**src/design/piwc_defs.vh**
```
// Constants for the pin interrupt and wake-up controller
`ifndef PIWC_DEFS_VH
`define PIWC_DEFS_VH
`define PIWC_ADDR_W 8
`define PIWC_OFS_POWER_CONTROL 8'h87
`define PIWC_OFS_TPC 8'h88
`define PIWC_OFS_IFR 8'h95
`define PIWC_OFS_IEN 8'ha0
`define PIWC_OFS_P1WK 8'ha4
`define PIWC_OFS_IRQST 8'ha8
`define PIWC_OFS_IRQMSK 8'hac
`define PIWC_BIT_IDL 0
`define PIWC_BIT_STOP 1
`define PIWC_BIT_IT0 0
`define PIWC_BIT_IE0 1
`define PIWC_BIT_IT1 2
`define PIWC_BIT_IE1 3
`define PIWC_BIT_IE2 2
`define PIWC_BIT_P1F 1
`define PIWC_IFR_CLR2 8'hfb
`define PIWC_IFR_MASK 8'h06
`define PIWC_TPC_MASK 8'h0f
`define PIWC_POWER_CONTROL_MASK 8'h8f
`define PIWC_WARMUP_NS 1000
`define PIWC_CLK_MHZ 10
`endif

```
**src/design/piwc_edge.v**
```verilog
// Falling-edge and change detector for one group of pins
module piwc_edge #(
    parameter W = 1
) (
    clk,
    rst,
    pin,
    fall,
    chg
);
    input clk;
    input rst;
    input [W-1:0] pin;
    output [W-1:0] fall;
    output [W-1:0] chg;
    wire clk;
    wire rst;
    wire [W-1:0] pin;
    reg [W-1:0] prev_r;
    reg valid_r;
    // No edge is reported until one real sample follows reset, so a pin
    // whose idle level differs from the reset value gives no false edge
    always @(posedge clk or posedge rst) begin
        if (rst) begin
            prev_r <= {W{1'b1}};
            valid_r <= 1'b0;
        end else begin
            prev_r <= pin;
            valid_r <= 1'b1;
        end
    end
    assign fall = {W{valid_r}} & prev_r & ~pin;
    assign chg = {W{valid_r}} & (prev_r ^ pin);
endmodule // piwc_edge

```
**src/design/piwc_axil.v**
```verilog
// AXI4-Lite slave front end: one write and one read at a time
module piwc_axil (
    clk,
    rst,
    awaddr,
    awvalid,
    awready,
    wdata,
    wstrb,
    wvalid,
    wready,
    bresp,
    bvalid,
    bready,
    araddr,
    arvalid,
    arready,
    rdata,
    rresp,
    rvalid,
    rready,
    wr_en,
    wr_addr,
    wr_data,
    wr_ok,
    rd_addr,
    rd_data,
    rd_ok
);
    input clk;
    input rst;
    input [31:0] awaddr;
    input awvalid;
    output awready;
    input [31:0] wdata;
    input [3:0] wstrb;
    input wvalid;
    output wready;
    output [1:0] bresp;
    output bvalid;
    input bready;
    input [31:0] araddr;
    input arvalid;
    output arready;
    output [31:0] rdata;
    output [1:0] rresp;
    output rvalid;
    input rready;
    output wr_en;
    output [7:0] wr_addr;
    output [7:0] wr_data;
    input wr_ok;
    output [7:0] rd_addr;
    input [7:0] rd_data;
    input rd_ok;
    wire clk, rst, awvalid, wvalid, bready, arvalid, rready, wr_ok, rd_ok;
    wire [31:0] awaddr, wdata, araddr;
    wire [3:0] wstrb;
    wire [7:0] rd_data;
    reg aw_r, w_r, bvalid_r, rvalid_r, bad_r, rbad_r;
    reg [7:0] awa_r, wd_r, ra_r;
    reg [31:0] rdata_r;
    assign awready = ~aw_r & ~bvalid_r;
    assign wready = ~w_r & ~bvalid_r;
    assign arready = ~rvalid_r;
    assign bvalid = bvalid_r;
    assign rvalid = rvalid_r;
    assign bresp = bad_r ? 2'h2 : 2'h0;
    assign rresp = rbad_r ? 2'h2 : 2'h0;
    assign rdata = rdata_r;
    assign wr_addr = awa_r;
    assign wr_data = wd_r;
    assign rd_addr = araddr[9:2];
    // Write fires once both halves are held; lane 0 carries the byte
    assign wr_en = aw_r & w_r & ~bvalid_r;
    always @(posedge clk or posedge rst) begin
        if (rst) begin
            aw_r <= 1'b0;
            w_r <= 1'b0;
            bvalid_r <= 1'b0;
            bad_r <= 1'b0;
            awa_r <= 8'h00;
            wd_r <= 8'h00;
            rvalid_r <= 1'b0;
            rbad_r <= 1'b0;
            ra_r <= 8'h00;
            rdata_r <= 32'h00000000;
        end else begin
            if (awvalid && awready) begin
                aw_r <= 1'b1;
                awa_r <= awaddr[9:2];
            end
            if (wvalid && wready) begin
                w_r <= 1'b1;
                wd_r <= wstrb[0] ? wdata[7:0] : 8'h00;
            end
            if (wr_en) begin
                aw_r <= 1'b0;
                w_r <= 1'b0;
                bvalid_r <= 1'b1;
                bad_r <= ~wr_ok;
            end else if (bvalid_r && bready) begin
                bvalid_r <= 1'b0;
            end
            if (arvalid && arready) begin
                rvalid_r <= 1'b1;
                rbad_r <= ~rd_ok;
                rdata_r <= {24'h000000, rd_ok ? rd_data : 8'h00};
            end else if (rvalid_r && rready) begin
                rvalid_r <= 1'b0;
            end
        end
    end
endmodule // piwc_axil

```
**src/design/piwc_top.v**
```verilog
// Pin interrupt, Idle and Stop wake-up controller
`include "piwc_defs.vh"
module piwc_top #(
    parameter WARMUP_CYC = (`PIWC_WARMUP_NS * `PIWC_CLK_MHZ + 999) / 1000
) (
    CORE_CLK,
    RST,
    S_AXI_AWADDR,
    S_AXI_AWVALID,
    S_AXI_AWREADY,
    S_AXI_WDATA,
    S_AXI_WSTRB,
    S_AXI_WVALID,
    S_AXI_WREADY,
    S_AXI_BRESP,
    S_AXI_BVALID,
    S_AXI_BREADY,
    S_AXI_ARADDR,
    S_AXI_ARVALID,
    S_AXI_ARREADY,
    S_AXI_RDATA,
    S_AXI_RRESP,
    S_AXI_RVALID,
    S_AXI_RREADY,
    EXT_IRQ_PIN0,
    EXT_IRQ_PIN1,
    EXT_IRQ_PIN2,
    PORT1_PIN,
    OTHER_IRQ_REQ,
    OTHER_IRQ_EN,
    GLOBAL_IRQ_ENABLE,
    IRQ_ACK,
    IRQ_REQ,
    CLK_RUN,
    CPU_RUN,
    IDLE_MODE,
    STOP_MODE,
    IRQ
);
    input CORE_CLK;
    input RST;
    input [31:0] S_AXI_AWADDR;
    input S_AXI_AWVALID;
    output S_AXI_AWREADY;
    input [31:0] S_AXI_WDATA;
    input [3:0] S_AXI_WSTRB;
    input S_AXI_WVALID;
    output S_AXI_WREADY;
    output [1:0] S_AXI_BRESP;
    output S_AXI_BVALID;
    input S_AXI_BREADY;
    input [31:0] S_AXI_ARADDR;
    input S_AXI_ARVALID;
    output S_AXI_ARREADY;
    output [31:0] S_AXI_RDATA;
    output [1:0] S_AXI_RRESP;
    output S_AXI_RVALID;
    input S_AXI_RREADY;
    input EXT_IRQ_PIN0;
    input EXT_IRQ_PIN1;
    input EXT_IRQ_PIN2;
    input [7:0] PORT1_PIN;
    input [4:0] OTHER_IRQ_REQ;
    input [4:0] OTHER_IRQ_EN;
    input GLOBAL_IRQ_ENABLE;
    input [3:0] IRQ_ACK;
    output [3:0] IRQ_REQ;
    output CLK_RUN;
    output CPU_RUN;
    output IDLE_MODE;
    output STOP_MODE;
    output IRQ;
    wire CORE_CLK, RST, EXT_IRQ_PIN0, EXT_IRQ_PIN1, EXT_IRQ_PIN2;
    wire GLOBAL_IRQ_ENABLE;
    wire [7:0] PORT1_PIN;
    wire [4:0] OTHER_IRQ_REQ, OTHER_IRQ_EN;
    wire [3:0] IRQ_ACK;

    localparam ST_RUN = 4'h1;
    localparam ST_IDLE = 4'h2;
    localparam ST_STOP = 4'h4;
    localparam ST_WARM = 4'h8;
    localparam WARM_W = 16;

    reg [3:0] state_r, state_nxt;
    reg [7:0] power_control_r;
    reg [3:0] tpc_r;
    reg ie0_r, ie1_r, ie2_r, p1f_r;
    reg [3:0] ien_r;
    reg [7:0] p1wk_r;
    reg [3:0] irqst_r, irqmsk_r;
    reg [WARM_W-1:0] warm_r;
    reg p1_wake_r;
    reg [3:0] req_r;

    wire [2:0] ext_pins;
    wire [2:0] ext_fall;
    wire [7:0] p1_chg;
    wire wr_en, wr_ok, rd_ok;
    wire [7:0] wr_addr, wr_data, rd_addr;
    reg [7:0] rd_data;

    wire pin0_irq_enable = ien_r[0];
    wire pin1_irq_enable = ien_r[1];
    wire pin2_irq_enable = ien_r[2];
    wire port1_change_irq_enable = ien_r[3];
    wire sampling = (state_r == ST_RUN) || (state_r == ST_IDLE);

    assign ext_pins = {EXT_IRQ_PIN2, EXT_IRQ_PIN1, EXT_IRQ_PIN0};

    piwc_edge #(.W(3)) u_ext (
        .clk(CORE_CLK),
        .rst(RST),
        .pin(ext_pins),
        .fall(ext_fall),
        .chg()
    );

    piwc_edge #(.W(8)) u_p1 (
        .clk(CORE_CLK),
        .rst(RST),
        .pin(PORT1_PIN),
        .fall(),
        .chg(p1_chg)
    );

    piwc_axil u_bus (
        .clk(CORE_CLK),
        .rst(RST),
        .awaddr(S_AXI_AWADDR),
        .awvalid(S_AXI_AWVALID),
        .awready(S_AXI_AWREADY),
        .wdata(S_AXI_WDATA),
        .wstrb(S_AXI_WSTRB),
        .wvalid(S_AXI_WVALID),
        .wready(S_AXI_WREADY),
        .bresp(S_AXI_BRESP),
        .bvalid(S_AXI_BVALID),
        .bready(S_AXI_BREADY),
        .araddr(S_AXI_ARADDR),
        .arvalid(S_AXI_ARVALID),
        .arready(S_AXI_ARREADY),
        .rdata(S_AXI_RDATA),
        .rresp(S_AXI_RRESP),
        .rvalid(S_AXI_RVALID),
        .rready(S_AXI_RREADY),
        .wr_en(wr_en),
        .wr_addr(wr_addr),
        .wr_data(wr_data),
        .wr_ok(wr_ok),
        .rd_addr(rd_addr),
        .rd_data(rd_data),
        .rd_ok(rd_ok)
    );

    // Word index of each register, as seen by the bus front end
    function is_reg;
        input [7:0] idx;
        input [7:0] ofs;
        begin
            is_reg = (idx == ofs);
        end
    endfunction

    function known;
        input [7:0] idx;
        begin
            known = is_reg(idx, `PIWC_OFS_POWER_CONTROL) | is_reg(idx, `PIWC_OFS_TPC)
                | is_reg(idx, `PIWC_OFS_IFR) | is_reg(idx, `PIWC_OFS_IEN)
                | is_reg(idx, `PIWC_OFS_P1WK) | is_reg(idx, `PIWC_OFS_IRQST)
                | is_reg(idx, `PIWC_OFS_IRQMSK);
        end
    endfunction

    assign wr_ok = known(wr_addr);
    assign rd_ok = known(rd_addr);

    wire wr_power_control = wr_en & is_reg(wr_addr, `PIWC_OFS_POWER_CONTROL);
    wire wr_tpc = wr_en & is_reg(wr_addr, `PIWC_OFS_TPC);
    wire wr_ifr = wr_en & is_reg(wr_addr, `PIWC_OFS_IFR);
    wire wr_ien = wr_en & is_reg(wr_addr, `PIWC_OFS_IEN);
    wire wr_p1wk = wr_en & is_reg(wr_addr, `PIWC_OFS_P1WK);
    wire wr_st = wr_en & is_reg(wr_addr, `PIWC_OFS_IRQST);
    wire wr_msk = wr_en & is_reg(wr_addr, `PIWC_OFS_IRQMSK);

    // Pin held low with its wake-up enabled blocks Stop entry
    wire stop_block = |(~ext_pins & ien_r[2:0]);
    wire stop_go = wr_power_control & wr_data[`PIWC_BIT_STOP] & ~stop_block;
    wire idle_go = wr_power_control & wr_data[`PIWC_BIT_IDL] & ~stop_go;

    // Requests while clocked; level mode follows the pin directly
    wire lvl0 = ~tpc_r[`PIWC_BIT_IT0] & ~EXT_IRQ_PIN0;
    wire lvl1 = ~tpc_r[`PIWC_BIT_IT1] & ~EXT_IRQ_PIN1;
    wire src0 = tpc_r[`PIWC_BIT_IT0] ? ie0_r : lvl0;
    wire src1 = tpc_r[`PIWC_BIT_IT1] ? ie1_r : lvl1;
    wire [3:0] pend = {p1f_r, ie2_r, src1, src0};
    wire [3:0] pend_en = pend & {port1_change_irq_enable, pin2_irq_enable,
        pin1_irq_enable, pin0_irq_enable};
    wire other_en = |(OTHER_IRQ_REQ & OTHER_IRQ_EN);
    // Idle wakes only through globally enabled sources
    wire idle_wake = GLOBAL_IRQ_ENABLE & ((|pend_en) | other_en);
    // Stop wake is asynchronous to sampling; pin enables alone suffice
    wire stop_wake = (|(~ext_pins & ien_r[2:0]))
        | (|(p1_chg & p1wk_r));

    always @* begin
        state_nxt = state_r;
        case (state_r)
            ST_RUN: begin
                if (stop_go) begin
                    state_nxt = ST_STOP;
                end else if (idle_go) begin
                    state_nxt = ST_IDLE;
                end
            end
            ST_IDLE: begin
                if (idle_wake) begin
                    state_nxt = ST_RUN;
                end
            end
            ST_STOP: begin
                if (stop_wake) begin
                    state_nxt = ST_WARM;
                end
            end
            ST_WARM: begin
                if (warm_r == WARMUP_CYC[WARM_W-1:0] - 16'h0001) begin
                    state_nxt = ST_RUN;
                end
            end
            default: begin
                state_nxt = ST_RUN;
            end
        endcase
    end

    always @(posedge CORE_CLK or posedge RST) begin
        if (RST) begin
            state_r <= ST_RUN;
            warm_r <= 16'h0000;
        end else begin
            state_r <= state_nxt;
            if (state_r == ST_WARM) begin
                warm_r <= warm_r + 16'h0001;
            end else begin
                warm_r <= 16'h0000;
            end
        end
    end

    // Edge flags: set wins over both handler-entry and software clears
    always @(posedge CORE_CLK or posedge RST) begin
        if (RST) begin
            ie0_r <= 1'b0;
            ie1_r <= 1'b0;
            ie2_r <= 1'b0;
            p1f_r <= 1'b0;
            p1_wake_r <= 1'b0;
        end else begin
            // External pin edges count only in Run and Idle, not during warm-up, so pins can settle first
            if (sampling && ext_fall[0]) begin
                ie0_r <= 1'b1;
            end else if (IRQ_ACK[0] ||
                (wr_tpc && !wr_data[`PIWC_BIT_IE0])) begin
                ie0_r <= 1'b0;
            end
            if (sampling && ext_fall[1]) begin
                ie1_r <= 1'b1;
            end else if (IRQ_ACK[1] ||
                (wr_tpc && !wr_data[`PIWC_BIT_IE1])) begin
                ie1_r <= 1'b0;
            end
            if (sampling && ext_fall[2]) begin
                ie2_r <= 1'b1;
            end else if (IRQ_ACK[2] || (wr_ifr && !wr_data[`PIWC_BIT_IE2])) begin
                ie2_r <= 1'b0;
            end
            // A Port1 change on a pin enabled in P1WK latches even while the clock is stopped
            p1_wake_r <= (state_r == ST_STOP) && (|(p1_chg & p1wk_r));
            if ((sampling && (|p1_chg)) || p1_wake_r) begin
                p1f_r <= 1'b1;
            end else if (IRQ_ACK[3] || (wr_ifr && !wr_data[`PIWC_BIT_P1F])) begin
                p1f_r <= 1'b0;
            end
        end
    end

    // Registered requests to the core are off from the second Stop cycle and during warm-up
    always @(posedge CORE_CLK or posedge RST) begin
        if (RST) begin
            req_r <= 4'h0;
        end else begin
            req_r <= (sampling && GLOBAL_IRQ_ENABLE) ? pend_en : 4'h0;
        end
    end

    always @(posedge CORE_CLK or posedge RST) begin
        if (RST) begin
            power_control_r <= 8'h00;
            tpc_r <= 4'h0;
            ien_r <= 4'h0;
            p1wk_r <= 8'h00;
            irqmsk_r <= 4'h0;
            irqst_r <= 4'h0;
        end else begin
            if (wr_power_control) begin
                power_control_r <= wr_data & `PIWC_POWER_CONTROL_MASK & 8'hfc;
            end
            if (wr_tpc) begin
                tpc_r <= {1'b0, wr_data[`PIWC_BIT_IT1], 1'b0,
                    wr_data[`PIWC_BIT_IT0]};
            end
            if (wr_ien) begin
                ien_r <= wr_data[3:0];
            end
            if (wr_p1wk) begin
                p1wk_r <= wr_data;
            end
            if (wr_msk) begin
                irqmsk_r <= wr_data[3:0];
            end
            irqst_r <= (irqst_r & ~(wr_st ? wr_data[3:0] : 4'h0))
                | {p1f_r, ie2_r, ie1_r, ie0_r};
        end
    end

    always @* begin
        rd_data = 8'h00;
        if (is_reg(rd_addr, `PIWC_OFS_POWER_CONTROL)) begin
            rd_data = power_control_r | {6'h00, state_r == ST_STOP, state_r == ST_IDLE};
        end else if (is_reg(rd_addr, `PIWC_OFS_TPC)) begin
            rd_data = {4'h0, ie1_r, tpc_r[2], ie0_r, tpc_r[0]};
        end else if (is_reg(rd_addr, `PIWC_OFS_IFR)) begin
            rd_data = {5'h00, ie2_r, p1f_r, 1'b0};
        end else if (is_reg(rd_addr, `PIWC_OFS_IEN)) begin
            rd_data = {4'h0, ien_r};
        end else if (is_reg(rd_addr, `PIWC_OFS_P1WK)) begin
            rd_data = p1wk_r;
        end else if (is_reg(rd_addr, `PIWC_OFS_IRQST)) begin
            rd_data = {4'h0, irqst_r};
        end else if (is_reg(rd_addr, `PIWC_OFS_IRQMSK)) begin
            rd_data = {4'h0, irqmsk_r};
        end
    end

    assign IRQ_REQ = req_r;
    assign CLK_RUN = (state_r != ST_STOP);
    assign CPU_RUN = (state_r == ST_RUN);
    assign IDLE_MODE = (state_r == ST_IDLE);
    assign STOP_MODE = (state_r == ST_STOP) || (state_r == ST_WARM);
    assign IRQ = |(irqst_r & irqmsk_r);
endmodule // piwc_top

```
**config.mk**
```make
export PLATFORM = sky130hd
export DESIGN_NAME = piwc_top
export DESIGN_NICKNAME = d
export VERILOG_FILES = /design/src/design/piwc_edge.v /design/src/design/piwc_axil.v /design/src/design/piwc_top.v
export VERILOG_INCLUDE_DIRS = /design/src /design/src/design
export SDC_FILE = /design/constraint.sdc
export NUM_CORES = 1
export LEC_CHECK = 0
export BUFFER_PORTS_ARGS = -buffer_cell sky130_fd_sc_hd__buf_2
export CORE_UTILIZATION = 40
export CTS_BUF_LIST = sky130_fd_sc_hd__clkbuf_16
export DETAILED_ROUTE_END_ITERATION = 10
export HOLD_SLACK_MARGIN = 0.05
export PLACE_DENSITY_LB_ADDON = 0.2
export SLEW_MARGIN = 5
export SYNTH_ARGS = -nofsm -noshare
export SYNTH_HDL_FRONTEND = slang
export SYNTH_SLANG_ARGS = --single-unit
```
**constraint.sdc**
```tcl
create_clock -name CORE_CLK -period 2.6 [get_ports CORE_CLK]
set_input_delay 0.13 -clock CORE_CLK [delete_from_list [all_inputs] [get_ports CORE_CLK]]
set_output_delay 0.13 -clock CORE_CLK [all_outputs]
set_load 0.03 [all_outputs]
```
==> metrics.md, run 1 <==
| Metric | Value |
|---|---|
| Met3 Track Usage GR | 4.21% |
| Vias per std cell | slightly above 5 |
| CP max FO | 4 |
| Sequential area share after synthesis | about 51% |
| Setup Viol. Count Final | 0 |
| Vias in the first global route | between 3000 and 4000 |
| Cell Area, Placed | approximately 5200 µm² |
| Final setup TNS | 0 ns |
| Clock Tree Root | clkbuf_16 |
| Placed cells | between 600 and 700 |
| Flops & latches, synth | 96 |
| Vias | around 3600 |
| Final Cycle Share | 76.7% |
| Tot Pwr | roughly 4.4 mW |
| WL/cell | 15.1 µm |
| RD Place Congestion | 0.807 |
| Largest net degree at the start of global routing | 46 |
| Critical R2R Launch | u_bus.wr_addr[0] |
| Core area | around 11000 µm² |
| GRT Residual Overflow | 0 |
| Worst reg-to-reg path cell count | 4 |
| Number of I/O port buffers | 81 |
| First-pass GRT wire length | about 18 mm |
| Worst-path clk slew | 0.06 ns |
| Crit path largest cell delay | 0.64 ns |
| DRC viols | 0 |
| Slowest-stage cell, CP | nor4b_1 |
| Hold path start | IRQ_ACK[2] |
| Final std cells w/o fill | 706 |
| Min Tclk post-route | 2.00 ns |
| Die X | 111 µm |
| Hold path cells | 4 |
| Final slew viol count | 0 |
| Maxcap violations | 0 |
| Final Skew | approximately 0.0073 ns |
| GRT Total Usage | about 19% |
| Number of enable flip-flop cells after synthesis | 0 |
| WS Path Type | reg2out |
| HPWL after DPL | 7.92 mm |
| Worst-margin pin slew | 0.859 ns |
| Die area | 12300 µm² |
| Fmax | roughly 0.50 GHz |
| CTS tree | built |
| Mean Syn Cell Area | 10.7 µm² |
| Asr flop ratio synth | 100% |
| Layout Utilization | 51.2% |
| Peak VDD IR | 0.652 mV |
| # nets final | 693 |
| Req. time, crit path | 2.47 ns |
| Startpoint types | register |
| Mapped Cells | 445 |
| Clock Latency Late Sink | 0.34 ns |
| Design area | 5880 µm² |
| RSZ-0062 raised after global routing | false |
| Slew HR | 41.9% |
| Yosys Warn Count | 0 |
| DR pass1 iterations | 4 |
| Met2 usage | ~28% |
| Clock buffer count from CTS | 9 |
| Die height | 111 µm |
| Met1 Usage GRT | approximately a quarter |
| Initial Utilization | between 40% and 50% |
| Crit path cell chain | nor4b_1 > buf_2 |
| Critical Path AT | 1.87 ns |
| Power Dens Cells | 754 nW/µm² |
| # Post-CTS Setup Buffers | 0 |
| Main synth FF type | dfrtp_1 |
| Diodes inserted | 0 |
| Hold Path Class | in2reg |
| Gr busiest metal | met2 |
| Row count | 39 |
| R2R Setup Slk | 0.67 ns |
| Initial antenna violation count | 0 |
| Synth unique cells | 62 |
| Filler instances | 1062 |
| Leak | ~2.7 nW |
| Final hold violations | 0 |
| Initial DRC Count | 178 |
| Share of layout cells above drive strength 1 | between 20 and 30% |
| Synth Cell Area | 4740 µm² |
| Detailed Route WL | between 10 and 15 mm |
| Clk sinks | between 90 and 100 |
| Status | finished, final reports clean |
| Hold path endpoint | ie2_r |
| Post-DRT Antenna Nets | 0 |
| Reg2reg end | p1wk_r[6] |
| Longest Clk Path Bufs | 2 |
| H-tree depth | 3 |
| Area grow syn2layout | 23.9% |
| Endpoint type of the worst setup path | primary output |
| I/O pins | 183 |
## placed cells by master (no fill, tap or decap), types with 3 or more instances in the layout
master	netlist	final
a22o_1	6	6
nand4_1	6	6
o2111ai_1	3	3
nor2_1	34	34
or3_1	3	3
a31o_2	3	3
inv_1	12	13
a21o_1	5	5
and3_1	5	5
nor4b_1	3	3
nand2_1	52	52
nor4_1	4	4
xnor2_1	7	7
nor2b_1	12	12
a22oi_1	8	8
nand2b_1	7	7
o21ai_0	27	27
dfstp_2	12	12
nand3_1	11	11
mux2_2	27	27
dlygate4sd3_1	0	31
mux2i_1	3	3
nand3b_1	6	6
clkbuf_16	0	9
mux2_4	4	4
nor3_1	4	4
conb_1	2	27
a21oi_1	8	8
xor2_1	15	15
bufinv_16	0	4
buf_2	2	81
dfrtp_1	84	84
## synthesized netlist by cell type, types with 2 or more instances
master | instances | share of area (%)
a31o_2 | 3 | 0.55
o21ai_0 | 27 | 2.8
nor4b_1 | 3 | 0.55
nand3b_1 | 6 | 0.95
nand2_1 | 52 | 4.1
conb_1 | 2 | 0.16
xnor2_1 | 7 | 1.3
nor4_1 | 4 | 0.53
nor2b_1 | 12 | 1.6
inv_1 | 12 | 0.95
o2111ai_1 | 3 | 0.55
a21o_1 | 5 | 0.79
xor2_1 | 15 | 2.8
clkbuf_1 | 6 | 0.47
or3_1 | 3 | 0.40
nor2_1 | 34 | 2.7
dfstp_2 | 12 | 6.6
a22o_1 | 6 | 1.1
a22oi_1 | 8 | 1.3
nor3_1 | 4 | 0.42
a32o_1 | 2 | 0.42
a21oi_1 | 8 | 0.84
nand4_1 | 6 | 0.79
dfrtp_1 | 84 | 44
mux2i_1 | 3 | 0.63
ha_1 | 2 | 0.53
mux2_4 | 4 | 1.3
nand2b_1 | 7 | 0.92
mux2_2 | 27 | 6.4
nand3_1 | 11 | 1.2
and4_1 | 2 | 0.37
and3_1 | 5 | 0.66
buf_4 | 29 | 4.6
buf_2 | 2 | 0.21
o211ai_1 | 2 | 0.32
## worst max path at each step
stage / from / end / cells past startpoint
floorplan: state_r[0] / state_r[2] / 3
global placement: u_bus.wr_addr[0] / p1wk_r[3] / 4
detailed placement: u_bus.wr_addr[0] / p1wk_r[6] / 4
CTS: state_r[0] / CPU_RUN / 2
global route: state_r[0] / CPU_RUN / 2
finish: state_r[0] / CPU_RUN / 2
## logic make-up (layout without fill, tap and decap cells)
group,Yosys count,after routing,share of synthesized area (%)
multiplexers,34,34,8.31
AO/OA/AOI/OAI,78,78,11.3
XOR/XNOR,22,22,4.06
buffers and inverters,50,143,6.31
AND/OR/NAND/NOR,161,161,18.4
other,2,27,0.158
adder cells (fa/ha/maj),2,2,0.528
flip-flops,96,96,51.0
## critical path: cells and delay by family (launching register included)
| kind | cells | cell delay [ns] |
|---|---|---|
| DFF | 1 | 0.56 |
| buffers and inverters | 1 | 0.33 |
| and+or+nand+nor | 1 | 0.64 |
## per-stage QoR
stage / worst slack (ns) / hold WS [ns]
after detailed placement: 0.644 / 0.255
after global routing: 0.478 / 0.0657
final: 0.605 / 0.0675
after global placement: 0.698 / 0.252
after floorplan: 0.380 / 0.134
after CTS: 0.522 / 0.0640
## what timing repair did
item,in CTS,in global routing
endpoints found under the hold margin,57,0
hold buffers,31,0
resized for setup,0,0
## sequential cells by signal, summed over array words and instances (netlist names), 2 cells and up
name,cells
IRQ_REQ,4
ien_r,4
irqmsk_r,4
irqst_r,4
p1wk_r,8
power_control_r,3
state_r,4
tpc_r,2
u_bus.rdata,8
u_bus.wr_addr,8
u_bus.wr_data,8
u_ext.prev_r,3
u_p1.prev_r,8
warm_r,16
## final cells by class
type / instances / area [µm²] / area share [%]
flip-flops and latches: 96 / 2420 / 41.1
clock buffers: 9 / 225 / 3.83
clock inverters: 7 / 136 / 2.32
multi-input cells: 324 / 2120 / 36.1
inverters: 12 / 48.8 / 0.830
repair buffers: 115 / 751 / 12.8
well taps: 143 / 179 / 3.04
## metal layers
layer	up-vias	routed length, µm	share of wire, %
met1	1747	5020	47
li1	1740	-	-
met2	107	4840	45
met3	19	513	4.8
met4	0	265	2.5
met5	-	0	0
## report_power, final
group	internal, mW	switching, mW	total (mW)
clock network	1.03	0.564	1.60
registers	1.71	0.284	1.99
logic	0.376	0.465	0.840
total	3.12	1.31	4.43
No activity file was read; power rests on OpenSTA's default activity.
==> run 2, diff against run 1 <==
clock period = 2.1 ns   (was 2.6 ns; I/O delays follow)
==> run 2 against run 1 <==
Worst setup slack worse by 0.41 ns. Critical path type is now reg2reg. Design area decreased by 0.98%. Largest cell class unchanged. Flip-flop and latch count unchanged. Count of clock-buffer cells in the layout is the same.
==> metrics.md, run 2 (synthesized netlist as in run 1, its figures left out) <==
| Metric | Value |
|---|---|
| Slowest-stage cell, CP | dfrtp_1 |
| Tot Pwr | about 5.0 mW |
| Startpoint types | register |
| GRT Residual Overflow | 0 |
| Final Skew | 0.00862 ns |
| RD Place Congestion | between 0.7 and 0.8 |
| DR pass1 iterations | 4 |
| Endpoint type of the worst setup path | register |
| Vias in the first global route | about 3400 |
| Sw Ratio | 32.5% |
| Power Dens Cells | between 800 and 900 nW/µm² |
| Clock Tree Root | clkbuf_16 |
| Clock buffer count from CTS | 9 |
| Slew HR | 64.3% |
| Cell-internal power | approximately 3.4 mW |
| Die X | 111 µm |
| Final setup TNS | 0 ns |
| CTS tree | built |
| I/O pins | 183 |
| Worst-path clk slew | 0.06 ns |
| WL/cell | roughly 15 µm |
| Worst-margin pin slew | 0.535 ns |
| Commonest cells after routing, fill and taps aside | dfrtp_1, buf_2, nand2_1, nor2_1, dlygate4sd3_1 |
| GRT Total Usage | about 18% |
| Clk sinks | 96 |
| Min Tclk post-route | approximately 1.9 ns |
| RSZ-0062 raised after global routing | false |
| Critical path buffers and inverters | 0 |
| Kind of cell adding the most delay to the critical path | simple AND/OR/NAND/NOR gates |
| Row count | 39 |
| Fmax | between 0.5 and 0.6 GHz |
| # nets final | 696 |
| Clock Latency Late Sink | 0.34 ns |
| Seq. cell area | 2420 µm² |
| Critical Path AT | ~2.1 ns |
| Final hold violations | 0 |
| Largest net degree at the start of global routing | 66 |
| DRC viols | 0 |
| Most common cell after layout, fill and taps aside | dfrtp_1 |
| Clock power share | 29.4% |
| Crit path cell chain | nor4b_4 > nand4b_4 > nor3b_4 > mux2_2 |
| Initial Utilization | between 40% and 50% |
| Post-DRT Antenna Nets | 0 |
| Core area | 11500 µm² |
| Maxcap violations | 0 |
| Peak VDD IR | 0.806 mV |
| Die height | 111 µm |
| First-pass GRT wire length | 17.6 mm |
| Vias | 3631 |
| Crit path largest cell delay | 0.44 ns |
| Share of layout cells above drive strength 1 | approximately 28% |
| Req. time, crit path | 2.33 ns |
| HPWL after DPL | 7.88 mm |
| Longest Clk Path Bufs | 2 |
| Filler instances | 1061 |
| P_sw | 1.63 mW |
| WS Path Type | reg2reg |
| Largest register by flop count | warm_r |
| Area grow syn2layout | 22.7% |
| Setup Viol. Count Final | 0 |
| Post-CTS sizing | 0 |
| Max FFs per register | 16 |
| Die area | around 12000 µm² |
| Vias per std cell | 5.12 |
| Sequential group share of total power | 49.3% |
| H-tree depth | 3 |
| Initial antenna violation count | 0 |
| Number of I/O port buffers | just over 80 |
| Final slew viol count | 0 |
| Hold Path Class | in2reg |
| # Post-CTS Setup Buffers | 0 |
| Status | finished, final reports clean |
| Area of the multi-input gates | 2130 µm² |
| Initial DRC Count | 215 |
| Comb pwr share | a little over a fifth |
| CP max FO | 8 |
| Leak | 2.71 nW |
| Final Cycle Share | 90.8% |
| Diodes inserted | 0 |
| Layout Utilization | 50.7% |
| Detailed Route WL | 10.7 mm |
[run 2: cell types whose count changed in the layout (fill, tap and decap cells not counted), sizes merged]
cell         delta
dlygate4sd3     +1
bufinv          -4
buf             +2
clkinvlp        +2
clkinv          +3
inv             -1
[run 2: path summary, 6_finish.rpt]
check / startpoint / endpoint / slack, ns / cells after the start
max in group asynchronous: RST / u_p1.prev_r[4] / 1.01 / 4
min reg2reg: p1_wake_r / p1f_r / 0.45 / 2
min in group asynchronous: RST / warm_r[10] / 0.37 / 3
min: IRQ_ACK[2] / ie2_r / 0.05 / 4
max: u_bus.wr_addr[0] / p1wk_r[5] / 0.19 / 4
max reg2reg: u_bus.wr_addr[0] / p1wk_r[5] / 0.19 / 4
[run 2: through the flow]
stage          setup slack, ns  cell area (µm²)  std cells  hold slack [ns]
6_report                 0.193             5820        709           0.0503
5_1_grt                 0.0832             5820        709           0.0730
3_5_place_dp             0.158             5230        661            0.188
2_1_floorplan            0.133             4850        470            0.109
3_3_place_gp             0.192             5230        661            0.174
4_1_cts                  0.149             5820        709           0.0504
[run 2: area by class of cell]
| type | instances | share of cell area (%) |
|---|---|---|
| timing repair buffer | 118 | 13.3 |
| clock inverter | 7 | 0.710 |
| clock buffer | 9 | 3.87 |
| multi-input combinational | 324 | 36.6 |
| tap | 143 | 3.07 |
| sequential | 96 | 41.5 |
| inverter | 12 | 0.839 |
[run 2: what timing repair did]
| item | in CTS | in global routing |
|---|---|---|
| hold endpoints to repair | 49 | 0 |
| hold buffers | 32 | 0 |
| setup endpoints to repair | 0 | 0 |
[run 2: power groups by stage]
stage | clock network [mW] | logic (mW) | registers (mW)
3_3_place_gp | 0 | 1.01 | 2.49
4_1_cts | 1.51 | 1.08 | 2.47
2_1_floorplan | 0 | 0.821 | 2.39
3_5_place_dp | 0 | 1.03 | 2.50
5_1_grt | 1.59 | 1.19 | 2.52
6_report | 1.48 | 1.07 | 2.47
[run 2: layer usage]
metal	share of wire (%)	GRT usage, %	vias to the layer above
met3	4.7	3.72	14
met1	48	25.4	1760
met4	1.8	6.67	0
met5	0	0	-
met2	45	28.2	105
li1	-	-	1752
[run 2: worst register-to-register path, cell delays in order, from the launching register on]
cell and delay [ns]:
dfrtp_1 0.44, nor4b_4 0.36, nand4b_4 0.17, nor3b_4 0.44, mux2_2 0.39
